## config.mk

```make
export PLATFORM = sky130hd
export DESIGN_NAME = i2cm_timing
export DESIGN_NICKNAME = d
export VERILOG_FILES = /design/src/i2cm_pkg.sv /design/src/i2cm_timing.sv
export VERILOG_INCLUDE_DIRS = /design/src
export SDC_FILE = /design/constraint.sdc
export NUM_CORES = 1
export LEC_CHECK = 0
export BUFFER_PORTS_ARGS = -buffer_cell sky130_fd_sc_hd__buf_2
export CAP_MARGIN = 20
export CORE_UTILIZATION = 50
export DETAILED_ROUTE_END_ITERATION = 10
export PLACE_DENSITY = 0.75
export SYNTH_ARGS = -nofsm -noshare
export SYNTH_HDL_FRONTEND = slang
export SYNTH_SLANG_ARGS = --single-unit
```

## constraint.sdc

```tcl
create_clock -name sys_clk_in -period 5.6 [get_ports sys_clk_in]
set_clock_uncertainty 0.15 [all_clocks]
set_input_delay 1.12 -clock sys_clk_in [delete_from_list [all_inputs] [get_ports sys_clk_in]]
set_output_delay 1.12 -clock sys_clk_in [all_outputs]
set_load 0.005 [all_outputs]
```

## src/i2cm_defines.svh

```systemverilog
// register map, field positions and counts for the i2c master timing block
`ifndef I2CM_DEFINES_SVH
`define I2CM_DEFINES_SVH

`define I2CM_A_RELOAD   8'h00
`define I2CM_A_TXBUF    8'h04
`define I2CM_A_CTRL     8'h08
`define I2CM_A_STAT     8'h0C
`define I2CM_A_CFG      8'h10

`define I2CM_C_START    0
`define I2CM_C_RSTART   1
`define I2CM_C_ACKST    6

`define I2CM_S_BF       0
`define I2CM_S_WRITE_COLLISION_FLAG     1
`define I2CM_S_SSEEN    2
`define I2CM_S_EVT      3
`define I2CM_S_BCOL     4
`define I2CM_S_BUSY     5

`define I2CM_G_FULLW    0
`define I2CM_FULLW_RST  1'b1

`define I2CM_RL_LOW_MSB 6
`define I2CM_LAST_DATA  4'h7
`define I2CM_ACK_BIT    4'h8
`define I2CM_BIT_ONE    4'h1
`define I2CM_CNT_ONE    8'h01
`define I2CM_CNT_ZERO   8'h00

`endif

```

## src/i2cm_pkg.sv

```systemverilog
// types for the i2c master timing block
package i2cm_pkg;

	typedef enum logic [10:0] {
		ST_IDLE  = 11'h001,
		ST_WAIT  = 11'h002,
		ST_HOLD  = 11'h004,
		RS_LOW   = 11'h008,
		RS_REL   = 11'h010,
		RS_RISE  = 11'h020,
		RS_HIGH  = 11'h040,
		RS_SDA   = 11'h080,
		TX_LOW   = 11'h100,
		TX_RISE  = 11'h200,
		TX_HIGH  = 11'h400
	} i2cm_state_e;

	typedef struct packed {
		i2cm_state_e st;
		logic [7:0]  cnt;
		logic        pre;
		logic [7:0]  reload;
		logic [7:0]  txbuf;
		logic [7:0]  shf;
		logic [3:0]  bitn;
		logic        scl_oe;
		logic        sda_oe;
		logic        lo;
		logic        sreq;
		logic        rreq;
		logic        fullw;
		logic        bf;
		logic        write_collision_flag;
		logic        sseen;
		logic        evt;
		logic        bcol;
		logic        ackst;
		logic [31:0] prdata;
		logic        pready;
		logic        pslverr;
		logic        scl_m;
		logic        scl_s;
		logic        sda_m;
		logic        sda_s;
	} i2cm_regs_s;

endpackage : i2cm_pkg

```

## src/i2cm_timing.sv

```systemverilog
// i2c master start, repeated start and byte transmit timing engine
`timescale 1ns/10ps
`include "i2cm_defines.svh"

// Behaviour
// RQ1: counter reloads from divider; buffer write starts
// RQ2: counter stops when operation completes
// RQ3: scl rate is clock over four(reload+1)
// RQ4: released scl waits high, reloads low seven
// RQ5: high phase lasts at least one rollover
// RQ6: start waits rollover high, drives sda low
// RQ7: start hold uses full reload, then stops
// RQ8: lines low at start means collision, idle
// RQ9: buffer write during start is discarded, flagged
// RQ10: control low bits locked until start done
// RQ11: repeated start pulls scl, releases sda
// RQ12: both high one rollover, sda low one
// RQ13: start seen set; event after timeout
// RQ14: repeated start ignored while busy
// RQ15: repeated start collision on sda or scl
// RQ16: buffer and control writes blocked meanwhile
// RQ17: software then loads address or data
// RQ18: buffer write sets full, starts shifting
// RQ19: bit after scl falls; low, high rollover
// RQ20: eighth fall clears full, releases sda
// RQ21: ninth fall samples acknowledge into flag
// RQ22: after ninth, event set, scl held low
// RQ23: collision flags, clears full, releases lines
// RQ24: start hold reload width is configurable
module i2cm_timing
	import i2cm_pkg::*;
(
	input  wire logic        sys_clk_in,    // core clock
	input  wire logic        rst_n_in,      // async reset
	input  wire logic        psel_in,       // apb select
	input  wire logic        penable_in,    // apb enable
	input  wire logic        pwrite_in,     // apb write
	input  wire logic [7:0]  paddr_in,      // apb address
	input  wire logic [31:0] pwdata_in,     // apb write data
	output logic      [31:0] prdata_out,    // apb read data
	output logic             pready_out,    // apb ready
	output logic             pslverr_out,   // apb error
	input  wire logic        scl_in,        // scl pin level
	output logic             scl_out_out,   // scl drive level
	output logic             scl_oe_out,    // scl pulled low
	input  wire logic        sda_in,        // sda pin level
	output logic             sda_out_out,   // sda drive level
	output logic             sda_oe_out     // sda pulled low
);
	import i2cm_pkg::*;

	i2cm_regs_s  r;
	i2cm_regs_s  n;
	logic        tick;
	logic        to;
	logic        run;
	logic        busy;
	logic        setup;
	logic        wr;
	logic        ld;
	logic [7:0]  ldv;
	logic [7:0]  low7;
	logic        col;
	logic        hit;
	logic [31:0] rd;

	assign tick  = r.pre;
	assign to    = tick && (r.cnt == `I2CM_CNT_ZERO);
	assign busy  = (r.st != ST_IDLE) || r.sreq || r.rreq;
	assign setup = psel_in && !penable_in;
	assign wr    = psel_in && penable_in && r.pready && pwrite_in;
	assign low7  = {1'b0, r.reload[`I2CM_RL_LOW_MSB:0]};
	assign run   = (r.st != ST_IDLE) && (r.st != RS_LOW)
		&& (r.st != RS_RISE) && (r.st != TX_RISE);

	always_comb
	begin
		n   = r;
		ld  = 1'b0;
		ldv = low7;
		col = 1'b0;
		hit = 1'b1;
		rd  = '0;
		n.scl_m = scl_in;
		n.scl_s = r.scl_m;
		n.sda_m = sda_in;
		n.sda_s = r.sda_m;
		// divide by two, then count down one rollover
		if (run) // [RQ3]
		begin
			n.pre = ~r.pre;
			if (tick && (r.cnt != `I2CM_CNT_ZERO))
			begin
				n.cnt = r.cnt - `I2CM_CNT_ONE;
			end
		end
		// apb read decode in the setup cycle
		if (paddr_in == `I2CM_A_RELOAD)
		begin
			rd[7:0] = r.reload;
		end
		else if (paddr_in == `I2CM_A_TXBUF)
		begin
			rd[7:0] = r.txbuf;
		end
		else if (paddr_in == `I2CM_A_CTRL)
		begin
			rd[`I2CM_C_START]  = r.sreq;
			rd[`I2CM_C_RSTART] = r.rreq;
			rd[`I2CM_C_ACKST]  = r.ackst;
		end
		else if (paddr_in == `I2CM_A_STAT)
		begin
			rd[`I2CM_S_BF]    = r.bf;
			rd[`I2CM_S_WRITE_COLLISION_FLAG]  = r.write_collision_flag;
			rd[`I2CM_S_SSEEN] = r.sseen;
			rd[`I2CM_S_EVT]   = r.evt;
			rd[`I2CM_S_BCOL]  = r.bcol;
			rd[`I2CM_S_BUSY]  = busy;
		end
		else if (paddr_in == `I2CM_A_CFG)
		begin
			rd[`I2CM_G_FULLW] = r.fullw;
		end
		else
		begin
			hit = 1'b0;
		end
		n.pready  = setup;
		n.pslverr = setup && !hit;
		if (setup)
		begin
			n.prdata = rd;
		end
		// apb writes; flag clears come first so sets win
		if (wr)
		begin
			if (paddr_in == `I2CM_A_RELOAD)
			begin
				n.reload = pwdata_in[7:0]; // [RQ1]
			end
			else if (paddr_in == `I2CM_A_TXBUF)
			begin
				if (busy) // [RQ9] [RQ16]
				begin
					n.write_collision_flag = 1'b1;
				end
				else // [RQ18] [RQ1]
				begin
					n.txbuf  = pwdata_in[7:0];
					n.shf    = pwdata_in[7:0];
					n.bf     = 1'b1;
					n.bitn   = '0;
					n.scl_oe = 1'b1;
					n.st     = TX_LOW;
					ld       = 1'b1;
				end
			end
			else if (paddr_in == `I2CM_A_CTRL)
			begin
				if (!busy) // [RQ10] [RQ14] [RQ16]
				begin
					n.sreq = pwdata_in[`I2CM_C_START];
					n.rreq = pwdata_in[`I2CM_C_RSTART]
						&& !pwdata_in[`I2CM_C_START];
				end
			end
			else if (paddr_in == `I2CM_A_STAT)
			begin
				if (pwdata_in[`I2CM_S_WRITE_COLLISION_FLAG])
				begin
					n.write_collision_flag = 1'b0;
				end
				if (pwdata_in[`I2CM_S_SSEEN])
				begin
					n.sseen = 1'b0;
				end
				if (pwdata_in[`I2CM_S_EVT])
				begin
					n.evt = 1'b0;
				end
				if (pwdata_in[`I2CM_S_BCOL])
				begin
					n.bcol = 1'b0;
				end
			end
			else if (paddr_in == `I2CM_A_CFG)
			begin
				n.fullw = pwdata_in[`I2CM_G_FULLW]; // [RQ24]
			end
		end
		// sequencer
		case (r.st)
			ST_IDLE:
			begin
				if (r.sreq)
				begin
					if (r.sda_s && r.scl_s) // [RQ6]
					begin
						ld   = 1'b1;
						n.st = ST_WAIT;
					end
					else
					begin
						col = 1'b1; // [RQ8]
					end
				end
				else if (r.rreq)
				begin
					n.scl_oe = 1'b1; // [RQ11]
					n.st     = RS_LOW;
				end
			end
			ST_WAIT:
			begin
				if (!r.scl_s || !r.sda_s)
				begin
					col = 1'b1; // [RQ8]
				end
				else if (to)
				begin
					n.sda_oe = 1'b1; // [RQ6]
					n.sseen  = 1'b1; // [RQ13]
					ld       = 1'b1;
					if (r.fullw)
					begin
						ldv = r.reload; // [RQ7] [RQ24]
					end
					n.st = ST_HOLD;
				end
			end
			ST_HOLD:
			begin
				if (to) // [RQ7] [RQ2]
				begin
					n.sreq = 1'b0;
					n.evt  = 1'b1;
					n.st   = ST_IDLE;
				end
			end
			RS_LOW:
			begin
				if (!r.scl_s) // [RQ11]
				begin
					ld       = 1'b1;
					n.sda_oe = 1'b0;
					n.st     = RS_REL;
				end
			end
			RS_REL:
			begin
				if (to)
				begin
					if (r.sda_s) // [RQ11]
					begin
						n.scl_oe = 1'b0;
						n.st     = RS_RISE;
					end
					else
					begin
						col = 1'b1; // [RQ15]
					end
				end
			end
			RS_RISE:
			begin
				if (r.scl_s)
				begin
					if (!r.sda_s)
					begin
						col = 1'b1; // [RQ15]
					end
					else
					begin
						ld   = 1'b1; // [RQ12] [RQ4]
						n.st = RS_HIGH;
					end
				end
			end
			RS_HIGH:
			begin
				if (!r.scl_s || !r.sda_s)
				begin
					col = 1'b1; // [RQ15]
				end
				else if (to)
				begin
					n.sda_oe = 1'b1; // [RQ12]
					n.sseen  = 1'b1; // [RQ13]
					ld       = 1'b1;
					n.st     = RS_SDA;
				end
			end
			RS_SDA:
			begin
				if (!r.scl_s)
				begin
					col = 1'b1; // [RQ15]
				end
				else if (to) // [RQ12] [RQ13]
				begin
					n.rreq = 1'b0;
					n.evt  = 1'b1;
					n.st   = ST_IDLE;
				end
			end
			TX_LOW:
			begin
				if (!r.scl_s) // [RQ19] [RQ20]
				begin
					n.sda_oe = (r.bitn != `I2CM_ACK_BIT)
						&& !r.shf[7];
				end
				// release only once the bit has been placed
				if (to && !r.scl_s) // [RQ19]
				begin
					n.scl_oe = 1'b0;
					n.st     = TX_RISE;
				end
			end
			TX_RISE:
			begin
				if (r.scl_s) // [RQ4] [RQ5]
				begin
					ld   = 1'b1;
					n.st = TX_HIGH;
				end
			end
			TX_HIGH:
			begin
				if ((r.bitn != `I2CM_ACK_BIT) && !r.sda_oe
					&& !r.sda_s)
				begin
					col = 1'b1; // [RQ23]
				end
				else if (to)
				begin
					n.scl_oe = 1'b1; // [RQ19]
					n.bitn   = r.bitn + `I2CM_BIT_ONE;
					n.shf    = {r.shf[6:0], 1'b0};
					if (r.bitn == `I2CM_ACK_BIT)
					begin
						n.ackst = r.sda_s; // [RQ21]
						n.evt   = 1'b1;    // [RQ22]
						n.bitn  = '0;
						n.st    = ST_IDLE; // [RQ2]
					end
					else
					begin
						if (r.bitn == `I2CM_LAST_DATA)
						begin
							n.bf = 1'b0; // [RQ20]
						end
						ld   = 1'b1;
						n.st = TX_LOW;
					end
				end
			end
			default:
			begin
				n.st = ST_IDLE;
			end
		endcase
		if (ld)
		begin
			n.cnt = ldv;
			n.pre = 1'b0;
		end
		// abort: flag, drop requests, release both lines
		if (col) // [RQ23] [RQ8] [RQ15]
		begin
			n.bcol   = 1'b1;
			n.sreq   = 1'b0;
			n.rreq   = 1'b0;
			n.bf     = 1'b0;
			n.scl_oe = 1'b0;
			n.sda_oe = 1'b0;
			n.bitn   = '0;
			n.st     = ST_IDLE;
		end
	end

	always_ff @(posedge sys_clk_in or negedge rst_n_in)
	begin
		if (!rst_n_in)
		begin
			r       <= '0;
			r.st    <= ST_IDLE;
			r.fullw <= `I2CM_FULLW_RST;
		end
		else
		begin
			r <= n;
		end
	end

	assign prdata_out  = r.prdata;
	assign pready_out  = r.pready;
	assign pslverr_out = r.pslverr;
	assign scl_out_out = r.lo;
	assign scl_oe_out  = r.scl_oe;
	assign sda_out_out = r.lo;
	assign sda_oe_out  = r.sda_oe;
endmodule : i2cm_timing

```

==> results of run 1 <==
## worst max-delay path by stage
stage	cells past startpoint	startpoint	to	slack [ns]
2_1_floorplan	7	paddr_in[7]	r[79]	2.31
3_3_place_gp	7	paddr_in[7]	r[82]	1.63
3_5_place_dp	7	paddr_in[7]	r[84]	1.58
4_1_cts	7	paddr_in[7]	r[84]	1.94
5_1_grt	7	paddr_in[7]	r[84]	1.79
6_report	7	paddr_in[7]	r[84]	1.96
## power groups by stage
stage	sequential, mW	clock [mW]	combinational (mW)
floorplan	0.600	0	0.281
global placement	0.612	0	0.339
detailed placement	0.613	0	0.342
CTS	0.603	0.433	0.345
global route	0.608	0.459	0.388
finish	0.605	0.423	0.348
## cell usage in the layout (no fill, tap or decap), types with 12 or more instances in the layout
| cell type | instances |
|---|---|
| a21oi_1 | 23 |
| buf_2 | 33 |
| conb_1 | 26 |
| dfrtp_1 | 71 |
| mux2_2 | 16 |
| nand2_1 | 82 |
| nand3_1 | 23 |
| nand4_1 | 16 |
| nor2_1 | 41 |
| nor3_1 | 12 |
| o21ai_0 | 18 |
## final cells by class
| class | instances | area (um2) |
|---|---|---|
| clock inverters | 7 | 78.8 |
| well taps | 108 | 135 |
| clock buffers | 9 | 124 |
| flip-flops and latches | 73 | 1830 |
| fillers | 838 | 3950 |
| multi-input cells | 389 | 2310 |
| repair buffers | 39 | 210 |
| inverters | 10 | 37.5 |
## state kept, by name (all words and copies together) (netlist names), 2 cells and up
name        count
r              51
prdata_out      8
low7            7
n               2
## metal layers
layer	vias up	wire [um]	global-route usage, %
met5	-	0	0
met4	0	445	12.0
met3	32	686	4.85
met2	170	4920	37.4
met1	1800	4650	33.2
li1	1780	-	-
## cell families after synthesis
logic type / count (synthesis)
adder cells (fa/ha/maj): 4
AO/OA/AOI/OAI: 85
other: 1
multiplexers: 25
XOR/XNOR: 11
flip-flops: 73
buffers and inverters: 70
AND/OR/NAND/NOR: 238
## stage by stage
step / utilization, % / hold WS, ns / area (um2) / setup slack, ns / power, mW
detailed placement: 52.1 / 0.187 / 4520 / 1.58 / 0.956
global route: 54.5 / 0.213 / 4730 / 1.79 / 1.45
CTS: 54.5 / 0.211 / 4730 / 1.94 / 1.38
floorplan: - / 0.181 / 4560 / 2.31 / 0.881
global placement: 52.1 / 0.185 / 4520 / 1.63 / 0.951
finish: 54.5 / 0.206 / 4730 / 1.96 / 1.38
## worst register-to-register path: stages (launching register included)
cell       delay [ns]
dfrtp_1          0.52
nor3_4           0.44
nand4_1          0.51
o21a_1           0.37
a21o_1           0.17
a2bb2oi_1        0.13
buf_4            0.23
or2_0            0.43
nor3_1           0.13
==> results.cfg, run 1 <==
[synth]
synth-edff-count = 0
synth-async-reset-ratio_pct = 100
synth_cell_type_count = 68
synth_xor_area_share_pct = 2.16
ys_seq_elements = 73
syn_avg_cell_area_um2 = 8.80
synth_compound_area_share_pct = 12.1
synth_top_area_share_pct = 39.8
synth_area_leaders = dfrtp_1 40%, nand2_1 6.9%, buf_4 6.1%, mux2_2 4.0%, nor2_1 3.4%
synth_simple_gate_area_share_pct = 27.9
synth-adder-area-share_pct = 1.12
yosys.area.top_type = dfrtp_1
synth_most_common_cell = nand2_1
synth_warnings = 0
synth_top_family_by_area = simple AND/OR/NAND/NOR gates
synthMuxAreaShare_pct = 6.34
ys_top_cells_by_count = 82 x nand2_1, 71 x dfrtp_1, 41 x nor2_1
syn-cell-area_um2 = 4460
yosysSeqAreaShare_pct = 41.0
synthCells = 507
ys.flop_type = dfrtp_1

[route]
first_pass_iters = 8
drt_iter0_markers = 324
wl_um = 10700
wl_per_cell_um = 16.9
via_count = 3782
vias_per_cell = 5.96
antenna_left = 0
drc_errors = 1

[worst_hold_path]
hold_depth = 0
min_from = n[2]
hp-class = reg2reg
hold_end = r[2]

[pwr]
swShare_pct = 34.1
power_frac_comb_pct = 25.3
p_seq_share_pct = 44.0
vdd_drop_max_mv = 0.133
switching_power_mw = 0.469
powerDensity_nw_per_um2 = 291
p_int_mw = 0.906
p_leak_nw = 2.25
pwr-share-clk_pct = 30.7

[floorplan]
dieHeight_um = 96.5
die_w_um = 96.5
design.die.area_um2 = 9310
core_area_um2 = 8680
ios = 85
std_cell_rows = 34
start_util_pct = 51.4

[setup_path]
max_stage_delay_ns = 0.55
arrival_ns = 3.72
slowest_stage = or4_4
r2r_slack_ns = 2.40
r2r-end = r[97]
timing.rr.start = r[95]
r2r_cells = 8
start_kind = primary input
critPathRequiredTime_ns = 5.69
endpoint_kind = flop
setup.worst_path.class = in2reg
crit_chain = buf_2 > or4_4 > or3_1 > nor3_2 > nand2_1 > nand2_4 > mux2_2
worst-path-max-fanout = 12
cp_top_family = simple AND/OR/NAND/NOR gates
cp_num_buf_inv = 1

[place]
place_congestion = 0.997
port_buffers = 34
dpl.hpwl_um = 7730
dpl.cell_count = 619

[clocking]
insertion_delay_ns = 0.35
cts-root-buf = clkbuf_8
htreeDepth = 3
numClockSinks = 73
tritoncts = yes
cts_hold_buffers = 0
cts_buffer_depth = 2
post_cts_resized = 0
cts_buffers = 9
cts_setup_buffers = 0
path_clk_slew_ns = 0.09

[sta]
setup_viol = 0
rsz0062_at_grt = false
worst_slew_pin_slew_ns = 0.914
slew_headroom_pct = 39.1
finalHoldViolations = 0
max_freq_mhz = 275
min_period_over_period_pct = 64.9
fin_crit_ns = 3.64
slew_violations = 0
setup-tns-final_ns = 0

[flow_run]
maxCapViolCount = 0

[final_layout]
num_antenna_cells = 0
drive_gt1_share_pct = 16.7
layoutNonFillerInstCount = 635
area_growth_pct = 5.92
final_nets = 573

[grt]
grt_pass1_wl_um = 17100
grt_max_degree = 74
grt_use_total_pct = 24.5
first_global_vias = 3368
antenna_found_initial = 0
overflow = 0

[status]
violations = DRC
status = finished with violations
Power figures use the tool's default switching activity.
==> run 2, diff against run 1 <==
--- a/config.mk
+++ b/config.mk
@@ -10,7 +10,7 @@
 export CAP_MARGIN = 20
 export CORE_UTILIZATION = 50
 export DETAILED_ROUTE_END_ITERATION = 10
-export PLACE_DENSITY = 0.75
+export PLACE_DENSITY = 0.78
 export SYNTH_ARGS = -nofsm -noshare
 export SYNTH_HDL_FRONTEND = slang
 export SYNTH_SLANG_ARGS = --single-unit
==> constraint.sdc (replaced) <==
create_clock -name sys_clk_in -period 3.2 [get_ports sys_clk_in]
set_clock_uncertainty 0.15 [all_clocks]
set_input_delay 0.64 -clock sys_clk_in [delete_from_list [all_inputs] [get_ports sys_clk_in]]
set_output_delay 0.64 -clock sys_clk_in [all_outputs]
set_load 0.005 [all_outputs]
==> run 2 against run 1 <==
Compared with the run above:
- utilization is 1.1 points higher
- hold slack worse by 0.19 ns
- sequential cell count stayed put
- design area is 1.9% higher
- total power is 77% higher
- non-clock buffer count is 13 higher
- sequential share of layout area is 0.73 points lower
- global-route usage is 0.13 points higher
- combinational power is 90% higher
- sequential power is 75% higher
- cell count is 2.0% higher
- the flow now finishes without violations
- critical path depth is 2 higher
==> results.cfg, run 2 (synthesized netlist as in run 1, its figures left out) <==
[status]
status = finished, final reports clean

[route]
wl_um = 10900
first_pass_iters = 5
antenna_left = 0
via_count = 3807
wl_per_cell_um = 16.8
drc_errors = 0
vias_per_cell = 5.88
drt_iter0_markers = 355

[sta]
fin_crit_ns = 3.03
setup-tns-final_ns = 0
slew_headroom_pct = 53.5
worst_slew_pin_slew_ns = 0.698
min_period_over_period_pct = 94.5
slew_violations = 0
rsz0062_at_grt = false
hold_ws_ns = 0.0210
finalHoldViolations = 0
max_freq_mhz = 331
setup_viol = 0

[worst_hold_path]
hp-class = in2async

[final_layout]
area_growth_pct = 7.96
largest_reg_flops = 51
final_common_cell = nand2_1
regMostFlops = r
final_cell_mix = 82 x nand2_1, 71 x dfrtp_1, 41 x nor2_1, 34 x buf_2, 26 x conb_1
num_antenna_cells = 0
fill_cells = 790
drive_gt1_share_pct = 18.7
final_nets = 586

[setup_path]
setup.worst_path.class = reg2reg
max_stage_delay_ns = 0.58
crit_chain = inv_1 > ha_1 > or4bb_1 > or2_4 > nor4_4 > o21ai_2 > a21o_1 > nand2_4 > mux2_2
cp_num_buf_inv = 1
worst-path-max-fanout = 9
critPathRequiredTime_ns = 3.29
start_kind = flop
endpoint_kind = flop
slowest_stage = or4bb_1
cp_top_family = simple AND/OR/NAND/NOR gates
arrival_ns = 3.11

[floorplan]
start_util_pct = 51.4
ios = 85
core_area_um2 = 8680
dieHeight_um = 96.5
std_cell_rows = 34
design.die.area_um2 = 9310
die_w_um = 96.5

[grt]
grt_pass1_wl_um = 16900
grt_use_total_pct = 24.7
first_global_vias = 3280
antenna_found_initial = 0
grt_max_degree = 36
overflow = 0

[flow_run]
maxCapViolCount = 0

[place]
place_congestion = 0.948
dpl.hpwl_um = 8060
port_buffers = 34

[clocking]
cts_buffer_depth = 2
cts_setup_buffers = 0
path_clk_slew_ns = 0.08
numClockSinks = 73
cts-root-buf = clkbuf_8
insertion_delay_ns = 0.36
cts_buffers = 9
tritoncts = yes
htreeDepth = 3

[pwr]
powerDensity_nw_per_um2 = 506
vdd_drop_max_mv = 0.272
p_leak_nw = 2.31
## run 2: area by class of cell
| cell class | count | area [um2] | area share (%) |
|---|---|---|---|
| clock buffer | 9 | 124 | 2.57 |
| clock inverter | 7 | 68.8 | 1.43 |
| inverter | 10 | 37.5 | 0.779 |
| multi-input combinational | 389 | 2320 | 48.1 |
| sequential | 73 | 1830 | 38.0 |
| tap | 108 | 135 | 2.80 |
| timing repair buffer | 52 | 305 | 6.34 |
## run 2: timing repair
| action | 4_1_cts | 5_1_grt |
|---|---|---|
| resized for setup | 0 | 1 |
| endpoints found under the setup margin | 0 | 1 |
| hold buffers | 0 | 0 |
## run 2: final timing paths
check                          from  endpoint  slack, ns  depth (start not counted)
max                           r[79]     r[84]       0.17                          9
min                        rst_n_in     r[39]       0.02                          1
max reg2reg                   r[79]     r[84]       0.17                          9
min reg2reg                    n[0]      r[0]       0.20                          0
max in group asynchronous  rst_n_in     r[87]       2.10                          2
min in group sys_clk_in        n[0]      r[0]       0.20                          0
## run 2: power breakdown
group | leakage [nW] | internal (mW) | switching (mW)
clock network | 0.0954 | 0.358 | 0.360
logic | 1.30 | 0.259 | 0.403
registers | 0.917 | 0.987 | 0.0718
## run 2: per-stage QoR
| stage | area [um2] | util [%] | cells | worst slack, ns | power [mW] |
|---|---|---|---|---|---|
| floorplan | 4560 | - | 532 | 0.389 | 1.54 |
| global placement | 4620 | 53.2 | 632 | 0.249 | 1.69 |
| detailed placement | 4620 | 53.2 | 632 | 0.197 | 1.71 |
| CTS | 4810 | 55.4 | 648 | 0.184 | 2.43 |
| global route | 4820 | 55.5 | 648 | 0.0606 | 2.56 |
| finish | 4820 | 55.5 | 648 | 0.175 | 2.44 |
## run 2: layer usage
layer / vias to the layer above / track usage, % / share of wire [%]
li1: 1807 / - / -
met1: 1815 / 34.1 / 45
met2: 167 / 37.5 / 47
met3: 18 / 5.16 / 6.6
met4: 0 / 10.3 / 2.3
met5: - / 0 / 0
==> run 3, diff against run 2 <==
--- a/config.mk
+++ b/config.mk
@@ -10,7 +10,7 @@
 export CAP_MARGIN = 20
 export CORE_UTILIZATION = 50
 export DETAILED_ROUTE_END_ITERATION = 10
-export PLACE_DENSITY = 0.78
+export PLACE_DENSITY = 0.76
 export SYNTH_ARGS = -nofsm -noshare
 export SYNTH_HDL_FRONTEND = slang
 export SYNTH_SLANG_ARGS = --single-unit
==> run 3 against run 2 <==
Compared with the run above:
- sequential share of layout area increased by 0.13 points
- setup slack improved by 0.017 ns
- cell count decreased by 0.31%
- critical endpoint is now r[83]
==> results.cfg, run 3 (synthesized netlist as in run 1, its figures left out) <==
[place]
dpl.hpwl_um = 8070
port_buffers = 34
post_dp_cell_area_um2 = 4610
dpl.cell_count = 630
place_congestion = 1.03

[setup_path]
cp_num_buf_inv = 1
r2r_cells = 9
setup.worst_path.class = reg2reg
r2r_slack_ns = 0.19
endpoint_kind = flop
cp_top_family = simple AND/OR/NAND/NOR gates
start_kind = flop
worst-path-max-fanout = 9
critPathRequiredTime_ns = 3.29
r2r-end = r[83]
slowest_stage = or4bb_1
crit_chain = inv_1 > ha_1 > or4bb_1 > or2_4 > nor4_4 > o21ai_2 > a21o_1 > nand2_4 > mux2_2
timing.rr.start = r[79]
max_stage_delay_ns = 0.58
arrival_ns = 3.09

[final_layout]
final_common_cell = nand2_1
largest_reg_flops = 51
final_cell_mix = 82 x nand2_1, 71 x dfrtp_1, 41 x nor2_1, 33 x buf_2, 26 x conb_1
regMostFlops = r
layoutNonFillerInstCount = 646
multi_input_area_um2 = 2320
num_antenna_cells = 0
area_growth_pct = 7.60
ff_latch_area_um2 = 1830
final_nets = 584
fill_cells = 779
fin_area_um2 = 4800
drive_gt1_share_pct = 18.6

[clocking]
numClockSinks = 73
htreeDepth = 3
tritoncts = yes
insertion_delay_ns = 0.35
path_clk_slew_ns = 0.08
cts_buffer_depth = 2
cts-root-buf = clkbuf_8
cts_buffers = 9

[pwr]
switching_power_mw = 0.842
p_seq_share_pct = 43.7
powerDensity_nw_per_um2 = 503
power_frac_comb_pct = 27.4
p_int_mw = 1.57
swShare_pct = 34.9
pwr-share-clk_pct = 28.8
p_leak_nw = 2.30
vdd_drop_max_mv = 0.244
total_power_mw = 2.42

[sta]
min_period_over_period_pct = 94.0
slew_violations = 0
worst_slew_pin_slew_ns = 0.929
hold_ws_ns = 0.206
fin_crit_ns = 3.01
rsz0062_at_grt = false
max_freq_mhz = 332
slew_headroom_pct = 38.1
setup-tns-final_ns = 0
setup_viol = 0
finalHoldViolations = 0

[floorplan]
std_cell_rows = 34
design.die.area_um2 = 9310
core_area_um2 = 8680
die_w_um = 96.5
start_util_pct = 51.4
ios = 85
dieHeight_um = 96.5

[worst_hold_path]
hold_depth = 0
hp-class = reg2reg
hold_end = r[2]
min_from = n[2]

[grt]
grt_use_total_pct = 25.3
antenna_found_initial = 0
overflow = 0
grt_max_degree = 74
grt_pass1_wl_um = 17600
first_global_vias = 3459

[route]
drc_errors = 0
first_pass_iters = 5
via_count = 3835
wl_per_cell_um = 17.0
drt_iter0_markers = 243
wl_um = 11000
vias_per_cell = 5.94
antenna_left = 0

[flow_run]
maxCapViolCount = 0

[status]
status = finished, final reports clean
==> run 3: cell count changes in the layout (fill, tap and decap cells not counted), sizes merged <==
cell / previous run / this run
buf: 52 / 50
clkinvlp: 2 / 1
bufinv: 1 / 0
clkbuf: 9 / 11
==> run 3: layout make-up <==
class	count	area share (%)
multi-input combinational	389	48.3
sequential	73	38.1
timing repair buffer	50	6.10
clock buffer	11	3.15
tap	108	2.81
clock inverter	5	0.808
inverter	10	0.782
==> run 3: worst max-delay path by stage <==
stage	startpoint	endpoint	slack [ns]	depth (start not counted)
final	r[79]	r[83]	0.19	9
after global routing	r[79]	r[87]	0.07	10
after CTS	r[79]	r[52]	0.13	9
after detailed placement	r[79]	r[52]	0.15	9
after global placement	r[79]	r[52]	0.19	9
after floorplan	paddr_in[7]	r[79]	0.39	7
==> run 3: timing repair <==
item | in CTS | in global routing
hold buffers | 0 | 0
endpoints found under the hold margin | 0 | 0
setup endpoints to repair | 0 | 3
gates resized for setup | 0 | 1
setup buffers | 0 | 0
==> run 3: worst register-to-register path, stage by stage, from the launching register on <==
cell,delay [ns]
dfrtp_1,0.40
inv_1,0.10
ha_1,0.18
or4bb_1,0.58
or2_4,0.30
nor4_4,0.37
o21ai_2,0.07
a21o_1,0.25
nand2_4,0.15
mux2_2,0.35
==> run 3: power by group through the flow <==
stage	registers (mW)	logic (mW)	clock network [mW]
global placement	1.07	0.631	0
finish	1.06	0.662	0.697
global route	1.07	0.729	0.746
CTS	1.06	0.650	0.710
floorplan	1.05	0.492	0
detailed placement	1.07	0.647	0
==> run 3: layer usage <==
metal / GRT usage [%] / routed length, um
met5: 0 / 0
met4: 8.95 / 226
met3: 3.68 / 766
met2: 39.3 / 5140
met1: 36.0 / 4890
==> run 3: per-stage QoR <==
stage | setup slack [ns] | utilization, %
finish | 0.192 | 55.3
global route | 0.0744 | 55.3
CTS | 0.130 | 55.3
detailed placement | 0.149 | 53.1
global placement | 0.187 | 53.1
floorplan | 0.389 | -
